**config.mk**
```make
export PLATFORM = sky130hd
export DESIGN_NAME = sadma_chan
export DESIGN_NICKNAME = d
export VERILOG_FILES = /design/src/design/sadma_trig.v /design/src/design/sadma_chan.v
export VERILOG_INCLUDE_DIRS = /design/src /design/src/design
export SDC_FILE = /design/constraint.sdc
export NUM_CORES = 1
export LEC_CHECK = 0
export ABC_CLOCK_PERIOD_IN_PS = 5500
export BUFFER_PORTS_ARGS = -buffer_cell sky130_fd_sc_hd__buf_2
export CAP_MARGIN = 10
export CELL_PAD_IN_SITES_DETAIL_PLACEMENT = 1
export CELL_PAD_IN_SITES_GLOBAL_PLACEMENT = 2
export CORE_MARGIN = 2
export CORE_UTILIZATION = 32
export CTS_CLUSTER_DIAMETER = 40
export DETAILED_ROUTE_END_ITERATION = 6
export PLACE_DENSITY = 0.82
export SLEW_MARGIN = 10
export SYNTH_ARGS = -nofsm -noshare
export SYNTH_HDL_FRONTEND = slang
export SYNTH_SLANG_ARGS = --single-unit
export TNS_END_PERCENT = 30
```
**constraint.sdc**
```tcl
create_clock -name clock -period 5.5 [get_ports clock]
set_input_delay 0.275 -clock clock [delete_from_list [all_inputs] [get_ports clock]]
set_output_delay 0.275 -clock clock [all_outputs]
set_load 0.02 [all_outputs]
```
**src/design/sadma_regs.vh**
```
// Register map, field positions and constants for the short-address DMA
// How it works
// Each channel picks idle or repeat mode alone, independent of others.
// Idle mode moves one byte or word per request until count done.
// Serial port 0 receive-full copies I/O to memory; others memory to I/O.
// Memory address is 24 bits; I/O address low 8 bits, upper 16 ones.
// Idle mode holds both addresses fixed across transfers.
// Idle count drops per transfer; at zero clear enable, stop, interrupt.
// Idle count loaded with zero means 65,536 transfers.
// Sources: timer 0-3 events, serial port 0 empty/full, external request.
// Repeat mode restores address and count at cycle end and continues.
// Repeat: upper byte runs down, reloads from lower byte at zero.
// Repeat address steps by size; reload subtracts step times initial count.
// Software loads both count bytes equal before enabling repeat mode.
// Repeat runs until enable cleared; re-enable resumes from held state.
// Repeat mode never raises an interrupt.
// Repeat counts are 8 bits; largest cycle is 255 transfers.
// Repeat mode keeps the I/O address constant.
// Size 0 byte, 1 word; direction 0 increment, 1 decrement.
// Each transfer reads source then writes destination before next request.
`ifndef SADMA_REGS_VH
`define SADMA_REGS_VH

// ----------------------------------------
// Register offsets
// ----------------------------------------
`define SADMA_OFF_MEM_ADDR  8'h00
`define SADMA_OFF_IO_ADDR   8'h04
`define SADMA_OFF_COUNT     8'h08
`define SADMA_OFF_CONTROL   8'h0C
`define SADMA_OFF_STATUS    8'h10
`define SADMA_OFF_MASK      8'h14
`define SADMA_OFF_STATE     8'h18

// ----------------------------------------
// Control fields
// ----------------------------------------
`define SADMA_CTL_ENABLE    0
`define SADMA_CTL_REPEAT    1
`define SADMA_CTL_SIZE      2
`define SADMA_CTL_DIR       3
`define SADMA_CTL_SRC_LO    4
`define SADMA_CTL_SRC_HI    6
`define SADMA_SRC_RXFULL    3'h5
`define SADMA_NUM_SRC       7

// ----------------------------------------
// Fixed values
// ----------------------------------------
`define SADMA_IO_UPPER      16'hFFFF
`define SADMA_RESP_OKAY     2'h0
`define SADMA_RESP_SLVERR   2'h2

`endif

```
**src/design/sadma_trig.v**
```verilog
// Request synchroniser and edge detector for the activation sources
module sadma_trig (
	input  wire       clock,
	input  wire       rst,
	input  wire [6:0] req_in,
	output wire [6:0] req_pulse
);

reg [6:0] sync1;
reg [6:0] sync2;
reg [6:0] prev;

// ----------------------------------------
// Two-stage sync then rising-edge pulse
// ----------------------------------------
genvar i;
generate
	for (i = 0; i < 7; i = i + 1) begin : g_src
		always @(posedge clock or posedge rst) begin
			if (rst) begin
				sync1[i] <= 1'b0;
				sync2[i] <= 1'b0;
				prev[i]  <= 1'b0;
			end else begin
				sync1[i] <= req_in[i];
				sync2[i] <= sync1[i];
				prev[i]  <= sync2[i];
			end
		end
		assign req_pulse[i] = sync2[i] & ~prev[i];
	end
endgenerate

endmodule // sadma_trig

```
**src/design/sadma_chan.v**
```verilog
// Short-address DMA channel, idle and repeat modes, AXI4-Lite registers
`include "sadma_regs.vh"
module sadma_chan (
	input  wire        clock,
	input  wire        rst,
	input  wire [7:0]  s_axi_awaddr,
	input  wire        s_axi_awvalid,
	output wire        s_axi_awready,
	input  wire [31:0] s_axi_wdata,
	input  wire [3:0]  s_axi_wstrb,
	input  wire        s_axi_wvalid,
	output wire        s_axi_wready,
	output reg  [1:0]  s_axi_bresp,
	output reg         s_axi_bvalid,
	input  wire        s_axi_bready,
	input  wire [7:0]  s_axi_araddr,
	input  wire        s_axi_arvalid,
	output wire        s_axi_arready,
	output reg  [31:0] s_axi_rdata,
	output reg  [1:0]  s_axi_rresp,
	output reg         s_axi_rvalid,
	input  wire        s_axi_rready,
	input  wire [6:0]  req_in,
	output reg         bus_req,
	output reg         bus_write,
	output reg  [23:0] bus_addr,
	output reg         bus_word,
	output reg  [15:0] bus_wdata,
	input  wire [15:0] bus_rdata,
	input  wire        bus_ack,
	output wire        irq
);

// ----------------------------------------
// State and registers
// ----------------------------------------
localparam ST_IDLE  = 3'b001;
localparam ST_READ  = 3'b010;
localparam ST_WRITE = 3'b100;

reg [2:0]  state;
reg [23:0] mem_addr;
reg [7:0]  io_addr;
reg [15:0] count;
reg        enable;
reg        repeat_mode;
reg        size_sel;
reg        dir_sel;
reg [2:0]  src_sel;
reg        to_mem;
reg        status_done;
reg        mask_done;
reg [7:0]  aw_addr;
reg        aw_held;
reg [31:0] w_data;
reg [3:0]  w_strb;
reg        w_held;
reg        irq_level;

wire [6:0]  req_pulse;
wire [23:0] io_full = {`SADMA_IO_UPPER, io_addr};
wire        hit;
wire        go;
wire        wr_fire;
wire        done_evt;
wire        xfer_end;
wire [7:0]  run_byte  = count[15:8];
wire [7:0]  init_byte = count[7:0];
wire [23:0] step;
wire [23:0] span;
wire [15:0] next_count;
wire [23:0] next_mem_addr;

sadma_trig u_trig (
	.clock     (clock),
	.rst       (rst),
	.req_in    (req_in),
	.req_pulse (req_pulse)
);

function [6:0] src_onehot;
	input [2:0] sel;
	begin
		src_onehot = 7'h00;
		if (sel < 3'h7)
			src_onehot[sel] = 1'b1;
	end
endfunction

// ----------------------------------------
// Decoders shared by several paths
// ----------------------------------------
// Running byte at one ends the cycle; zero is taken the same way
function cycle_end;
	input [7:0] run;
	begin
		cycle_end = (run == 8'h01) || (run == 8'h00);
	end
endfunction

function is_rx_src;
	input [2:0] sel;
	begin
		is_rx_src = (sel == `SADMA_SRC_RXFULL);
	end
endfunction

// Unmapped offsets answer with an error and change nothing
function addr_known;
	input [7:0] a;
	begin
		case (a)
		`SADMA_OFF_MEM_ADDR, `SADMA_OFF_IO_ADDR, `SADMA_OFF_COUNT,
		`SADMA_OFF_CONTROL, `SADMA_OFF_STATUS, `SADMA_OFF_MASK,
		`SADMA_OFF_STATE:
			addr_known = 1'b1;
		default:
			addr_known = 1'b0;
		endcase
	end
endfunction

// Selected source only: channel config never touches any other channel
assign hit = |(req_pulse & src_onehot(src_sel));
assign go  = enable && (state == ST_IDLE) && hit;

// ----------------------------------------
// Count and address arithmetic
// ----------------------------------------
// Byte step 1, word step 2
assign step = size_sel ? 24'h000002 : 24'h000001;
assign span = size_sel ? {15'h0000, init_byte, 1'b0}
		: {16'h0000, init_byte};

// Idle wraps 0 to FFFF so zero gives 65,536 transfers
assign next_count = repeat_mode ?
	(cycle_end(run_byte) ? {init_byte, init_byte}
		: {run_byte - 8'h01, init_byte})
	: count - 16'h0001;

// Reload subtracts signed step times initial count from walked address
assign next_mem_addr = !repeat_mode ? mem_addr :
	(cycle_end(run_byte) ?
		(dir_sel ? mem_addr - step + span : mem_addr + step - span)
		: (dir_sel ? mem_addr - step : mem_addr + step));

assign xfer_end = (state == ST_WRITE) && bus_ack;
assign done_evt = xfer_end && !repeat_mode
	&& count == 16'h0001;

// ----------------------------------------
// Transfer engine
// ----------------------------------------
always @(posedge clock or posedge rst) begin
	if (rst) begin
		state     <= ST_IDLE;
		bus_req   <= 1'b0;
		bus_write <= 1'b0;
		bus_addr  <= 24'h000000;
		bus_word  <= 1'b0;
		bus_wdata <= 16'h0000;
		to_mem    <= 1'b0;
	end else begin
		case (state)
		ST_IDLE: begin
			if (go) begin
				// Direction latched per request from its source
				to_mem    <= is_rx_src(src_sel);
				bus_req   <= 1'b1;
				bus_write <= 1'b0;
				bus_word  <= size_sel;
				bus_addr  <= is_rx_src(src_sel)
					? io_full : mem_addr;
				state     <= ST_READ;
			end
		end
		ST_READ: begin
			if (bus_ack) begin
				bus_wdata <= bus_rdata;
				bus_write <= 1'b1;
				bus_addr  <= to_mem ? mem_addr : io_full;
				state     <= ST_WRITE;
			end
		end
		ST_WRITE: begin
			if (bus_ack) begin
				bus_req   <= 1'b0;
				bus_write <= 1'b0;
				state     <= ST_IDLE;
			end
		end
		default: begin
			state   <= ST_IDLE;
			bus_req <= 1'b0;
		end
		endcase
	end
end

// ----------------------------------------
// AXI4-Lite write channel
// ----------------------------------------
assign s_axi_awready = !aw_held && !s_axi_bvalid;
assign s_axi_wready  = !w_held && !s_axi_bvalid;
assign wr_fire = aw_held && w_held && !s_axi_bvalid;

always @(posedge clock or posedge rst) begin
	if (rst) begin
		aw_held <= 1'b0;
		w_held  <= 1'b0;
		aw_addr <= 8'h00;
		w_data  <= 32'h00000000;
		w_strb  <= 4'h0;
		s_axi_bvalid <= 1'b0;
		s_axi_bresp  <= `SADMA_RESP_OKAY;
	end else begin
		if (s_axi_awvalid && s_axi_awready) begin
			aw_held <= 1'b1;
			aw_addr <= s_axi_awaddr;
		end
		if (s_axi_wvalid && s_axi_wready) begin
			w_held <= 1'b1;
			w_data <= s_axi_wdata;
			w_strb <= s_axi_wstrb;
		end
		if (wr_fire) begin
			aw_held <= 1'b0;
			w_held  <= 1'b0;
			s_axi_bvalid <= 1'b1;
			s_axi_bresp  <= addr_known(aw_addr) ? `SADMA_RESP_OKAY
				: `SADMA_RESP_SLVERR;
		end else if (s_axi_bvalid && s_axi_bready) begin
			s_axi_bvalid <= 1'b0;
		end
	end
end

// ----------------------------------------
// Register file and channel state update
// ----------------------------------------
always @(posedge clock or posedge rst) begin
	if (rst) begin
		mem_addr    <= 24'h000000;
		io_addr     <= 8'h00;
		count       <= 16'h0000;
		enable      <= 1'b0;
		repeat_mode <= 1'b0;
		size_sel    <= 1'b0;
		dir_sel     <= 1'b0;
		src_sel     <= 3'h0;
		status_done <= 1'b0;
		mask_done   <= 1'b0;
	end else begin
		if (wr_fire) begin
			case (aw_addr)
			`SADMA_OFF_MEM_ADDR: begin
				if (w_strb[0]) mem_addr[7:0]   <= w_data[7:0];
				if (w_strb[1]) mem_addr[15:8]  <= w_data[15:8];
				if (w_strb[2]) mem_addr[23:16] <= w_data[23:16];
			end
			`SADMA_OFF_IO_ADDR:
				if (w_strb[0]) io_addr <= w_data[7:0];
			`SADMA_OFF_COUNT: begin
				if (w_strb[0]) count[7:0]  <= w_data[7:0];
				if (w_strb[1]) count[15:8] <= w_data[15:8];
			end
			`SADMA_OFF_CONTROL:
				if (w_strb[0]) begin
					// Clearing leaves address and count: resume point
					enable      <= w_data[`SADMA_CTL_ENABLE];
					repeat_mode <= w_data[`SADMA_CTL_REPEAT];
					size_sel    <= w_data[`SADMA_CTL_SIZE];
					dir_sel     <= w_data[`SADMA_CTL_DIR];
					src_sel     <= w_data[`SADMA_CTL_SRC_HI:`SADMA_CTL_SRC_LO];
				end
			`SADMA_OFF_MASK:
				if (w_strb[0]) mask_done <= w_data[0];
			default: begin
			end
			endcase
		end
		// Write-one clear; a completion in the same cycle wins
		if (wr_fire && aw_addr == `SADMA_OFF_STATUS && w_strb[0]
				&& w_data[0])
			status_done <= 1'b0;
		if (done_evt)
			status_done <= 1'b1;
		// Engine update after the write so completion overrides software
		if (xfer_end) begin
			count    <= next_count;
			mem_addr <= next_mem_addr;
			if (done_evt)
				enable <= 1'b0;
		end
	end
end

// ----------------------------------------
// Interrupt output
// ----------------------------------------
// Registered so the pin never carries a decode glitch
always @(posedge clock or posedge rst) begin
	if (rst) begin
		irq_level <= 1'b0;
	end else begin
		irq_level <= status_done & mask_done;
	end
end

assign irq = irq_level;

// ----------------------------------------
// AXI4-Lite read channel
// ----------------------------------------
assign s_axi_arready = !s_axi_rvalid;

always @(posedge clock or posedge rst) begin
	if (rst) begin
		s_axi_rvalid <= 1'b0;
		s_axi_rdata  <= 32'h00000000;
		s_axi_rresp  <= `SADMA_RESP_OKAY;
	end else if (s_axi_arvalid && s_axi_arready) begin
		s_axi_rvalid <= 1'b1;
		s_axi_rresp  <= addr_known(s_axi_araddr) ? `SADMA_RESP_OKAY
			: `SADMA_RESP_SLVERR;
		case (s_axi_araddr)
		`SADMA_OFF_MEM_ADDR: s_axi_rdata <= {8'h00, mem_addr};
		`SADMA_OFF_IO_ADDR:  s_axi_rdata <= {24'h000000, io_addr};
		`SADMA_OFF_COUNT:    s_axi_rdata <= {16'h0000, count};
		`SADMA_OFF_CONTROL:
			s_axi_rdata <= {25'h0000000, src_sel, dir_sel, size_sel,
				repeat_mode, enable};
		`SADMA_OFF_STATUS:   s_axi_rdata <= {31'h00000000, status_done};
		`SADMA_OFF_MASK:     s_axi_rdata <= {31'h00000000, mask_done};
		`SADMA_OFF_STATE:    s_axi_rdata <= {29'h00000000, state};
		default: begin
			s_axi_rdata <= 32'h00000000;
		end
		endcase
	end else if (s_axi_rvalid && s_axi_rready) begin
		s_axi_rvalid <= 1'b0;
	end
end

endmodule // sadma_chan

```
==> results.md <==
- Worst Hold Class: input port to flip-flop
- R2r startpoint: size_sel
- Worst rel slew slack: 0.214
- Fin crit share: 0.823
- Starting Density: 0.325
- All-Layer GR Usage: 0.222
- Die area: 38,800 um^2
- # IOs: 168
- Status: completed
- FF-to-FF End: mem_addr[19]
- GPL Wtd Cong: 0.881
- Hold WS: 0.0420 ns
- Clock slew at reported path FFs: 0.09 ns
- Cells after DPL: 1,877
- Clock Tree Buf Depth: 2
- Total Routed Length: 42,900 um
- Nets: 1,548
- DR pass1 iterations: 5
- WHS Path Cells: 2
- 1st-iter DRT viols: 787
- Area leader, netlist: dfrtp_1
- Reg2Reg Setup Slack: 0.97 ns
- CTS tree: built
- Worst EP arrival: 4.88 ns
- RSZ-0062 raised after global routing: false
- Highest Clock Rate: 221 MHz
- Netlist cell types: 82
- Max incr delay on CP: 0.67 ns
- Cell Chain, Critical Path: inv_1 > ha_1 > fa_1 > xor2_1 > ha_1 > o21ai_0 > a32oi_1 > o311ai_0 > a21oi_1 > or2_2 > nor2_1 > xor2_1 > o41ai_1
- Fin cells: 1,921
- Max-cap violations: 0
- Root Driver: clkbuf_16
- DIE WIDTH: 197 um
- Clock Latency Late Sink: 0.45 ns
- Hold Crit Start: bus_rdata[12]
- WP buf/inv: 1
- Post-synthesis register bit count: 191
- Synth Area per Inst: 9.05 um^2
- Number of port buffers: 148
- Tmin final: 4.53 ns
- Largest net degree at the start of global routing: 74
- CP Launch Type: flip-flop
- Setup_tns: 0 ns
- Pleak: 6.07 nW
- Critical path peak fanout: 7
- Main synth FF type: dfrtp_1
- Clk_skew: 0.0146 ns
- Sequential element share of the synthesized area: 0.401
- Final Util: 0.379
- Largest cells by area after synthesis: dfrtp_1 40%, mux2_2 6.6%, o21ai_0 5.3%
- Layout area overhead: 16.4%
- Kind of critical path: flip-flop to flip-flop
- Number of global-route vias before repair: 11,200
- Global route total overflow: 0
- Critical path's slowest cell: o311ai_0
- Fill count: 4,316
- Detail Placement HPWL: 31,500 um
- Total CTS buffers: 17
- Synth Warn #: 0
- Crit path max-delay family: compound AO/OA/AOI/OAI gates
- Post-DRT Antenna Nets: 0
- Core area: 36,600 um^2
- Worst-margin pin slew: 1.16 ns
- Max IR drop VDD: 0.336 mV
- CTS sink cnt: 191
- H-tree depth: 4
- Initial antenna violation count: 4
- Final Hold Fails: 0
- Pwr Density: 461 nW/um^2
- Ratio of cells with drive above 1 in the final layout: 0.216
- Via density: 5.66
- DR vias: 10,900
- Synth top area share: 0.399
- CP Capture Type: flip-flop
- Cell area after synthesis: 11,900 um^2
- Wire length per cell: 22.3 um
- Reg2Reg Depth: 13
- Row count: 70
- Post-synth EDFFs: 0
- Drc violations: 0
- Die Y-Extent: 197 um
- Finish-stage setup viols: 0
- Top-count cell post-synth: dfrtp_1
- Req. time, crit path: 5.85 ns
- Synth cell count leaders: 190 x dfrtp_1, 151 x nand2_1, 126 x o21ai_0, 121 x nor2_1, 70 x mux2_2
- Post-CTS Resized: 0
- First-pass GRT wire length: 65,800 um
- Synth async-reset ratio: 1.00
- Post-Syn Instances: 1,316
- Hold Path End: bus_wdata[12]
- Slew Limit Fails: 0
timing repair:
action                                  4_1_cts  5_1_grt
setup buffers                                 0        0
hold buffers                                 10        0
endpoints found under the hold margin        57        0
endpoints found under the setup margin        0        0
kinds of logic after synthesis:
family | count (synthesis) | synth area share
buffers and inverters | 122 | 0.0432
AND/OR/NAND/NOR | 470 | 0.193
flip-flops | 191 | 0.401
other | 1 | 0.000315
XOR/XNOR | 83 | 0.0640
adder cells (fa/ha/maj) | 27 | 0.0309
multiplexers | 98 | 0.0949
AO/OA/AOI/OAI | 324 | 0.172
flip-flops by register name, indices dropped and copies added, names as in the netlist, 3 cells and up:
| register | cells |
|---|---|
| u_trig.prev | 7 |
| io_addr | 8 |
| mem_addr | 24 |
| s_axi_rdata | 24 |
| u_trig.sync2 | 7 |
| bus_addr | 24 |
| w_data | 24 |
| state | 3 |
| count | 16 |
| aw_addr | 8 |
| src_sel | 3 |
| u_trig.sync1 | 7 |
| bus_wdata | 16 |
| w_strb | 3 |
worst max path at each step:
stage / startpoint / endpoint / slack (ns) / depth (start not counted)
5_1_grt: size_sel / mem_addr[19] / 0.71 / 13
4_1_cts: size_sel / mem_addr[19] / 1.06 / 13
3_3_place_gp: size_sel / mem_addr[19] / 1.16 / 13
3_5_place_dp: size_sel / mem_addr[19] / 1.13 / 13
6_report: size_sel / mem_addr[19] / 0.97 / 13
2_1_floorplan: rst / aw_addr[0] / 0.03 / 1
placed cells by master, fill, tap and decap left out, types with 35 or more instances in the layout:
master,count
dfrtp_1,190
nand2_1,151
buf_2,148
o21ai_0,126
nor2_1,121
mux2_2,70
a21oi_1,54
xnor2_1,41
xor2_1,39
nor3_1,35
area by class of cell:
class | instances | area (um^2) | share of cell area
Tap cell | 468 | 586 | 0.0422
Clock buffer | 17 | 425 | 0.0307
Clock inverter | 15 | 229 | 0.0165
Antenna cell | 2 | 5.00 | 0.000361
Inverter | 29 | 116 | 0.00839
Multi-Input combinational cell | 1012 | 6660 | 0.481
Timing Repair Buffer | 187 | 1060 | 0.0763
Sequential cell | 191 | 4780 | 0.345
metal layers:
metal  wire length [um]  part of all wire  vias up  global-route usage
li1                   -                 -     4972                   -
met1              17500              0.41     5496               0.267
met2              21600              0.50      336               0.389
met3               2330             0.054       73              0.0394
met4               1450             0.034        4              0.0950
met5                 24           0.00056        -                   0
metrics by stage:
step / power (mW) / setup WS, ns / cell area [um^2]
after floorplan: 4.01 / 0.0278 / 11900
after global placement: 4.90 / 1.16 / 13100
after detailed placement: 4.98 / 1.13 / 13100
after CTS: 6.40 / 1.06 / 13900
after global routing: 6.77 / 0.712 / 13900
final: 6.39 / 0.973 / 13900
where the power goes:
part | leakage (nW) | internal [mW] | switching [mW]
sequential | 2.45 | 1.72 | 0.438
combinational | 3.30 | 1.09 | 1.77
clock | 0.314 | 0.679 | 0.692
total | 6.07 | 3.49 | 2.90
Note: power is estimated with default switching activity, not from simulation.
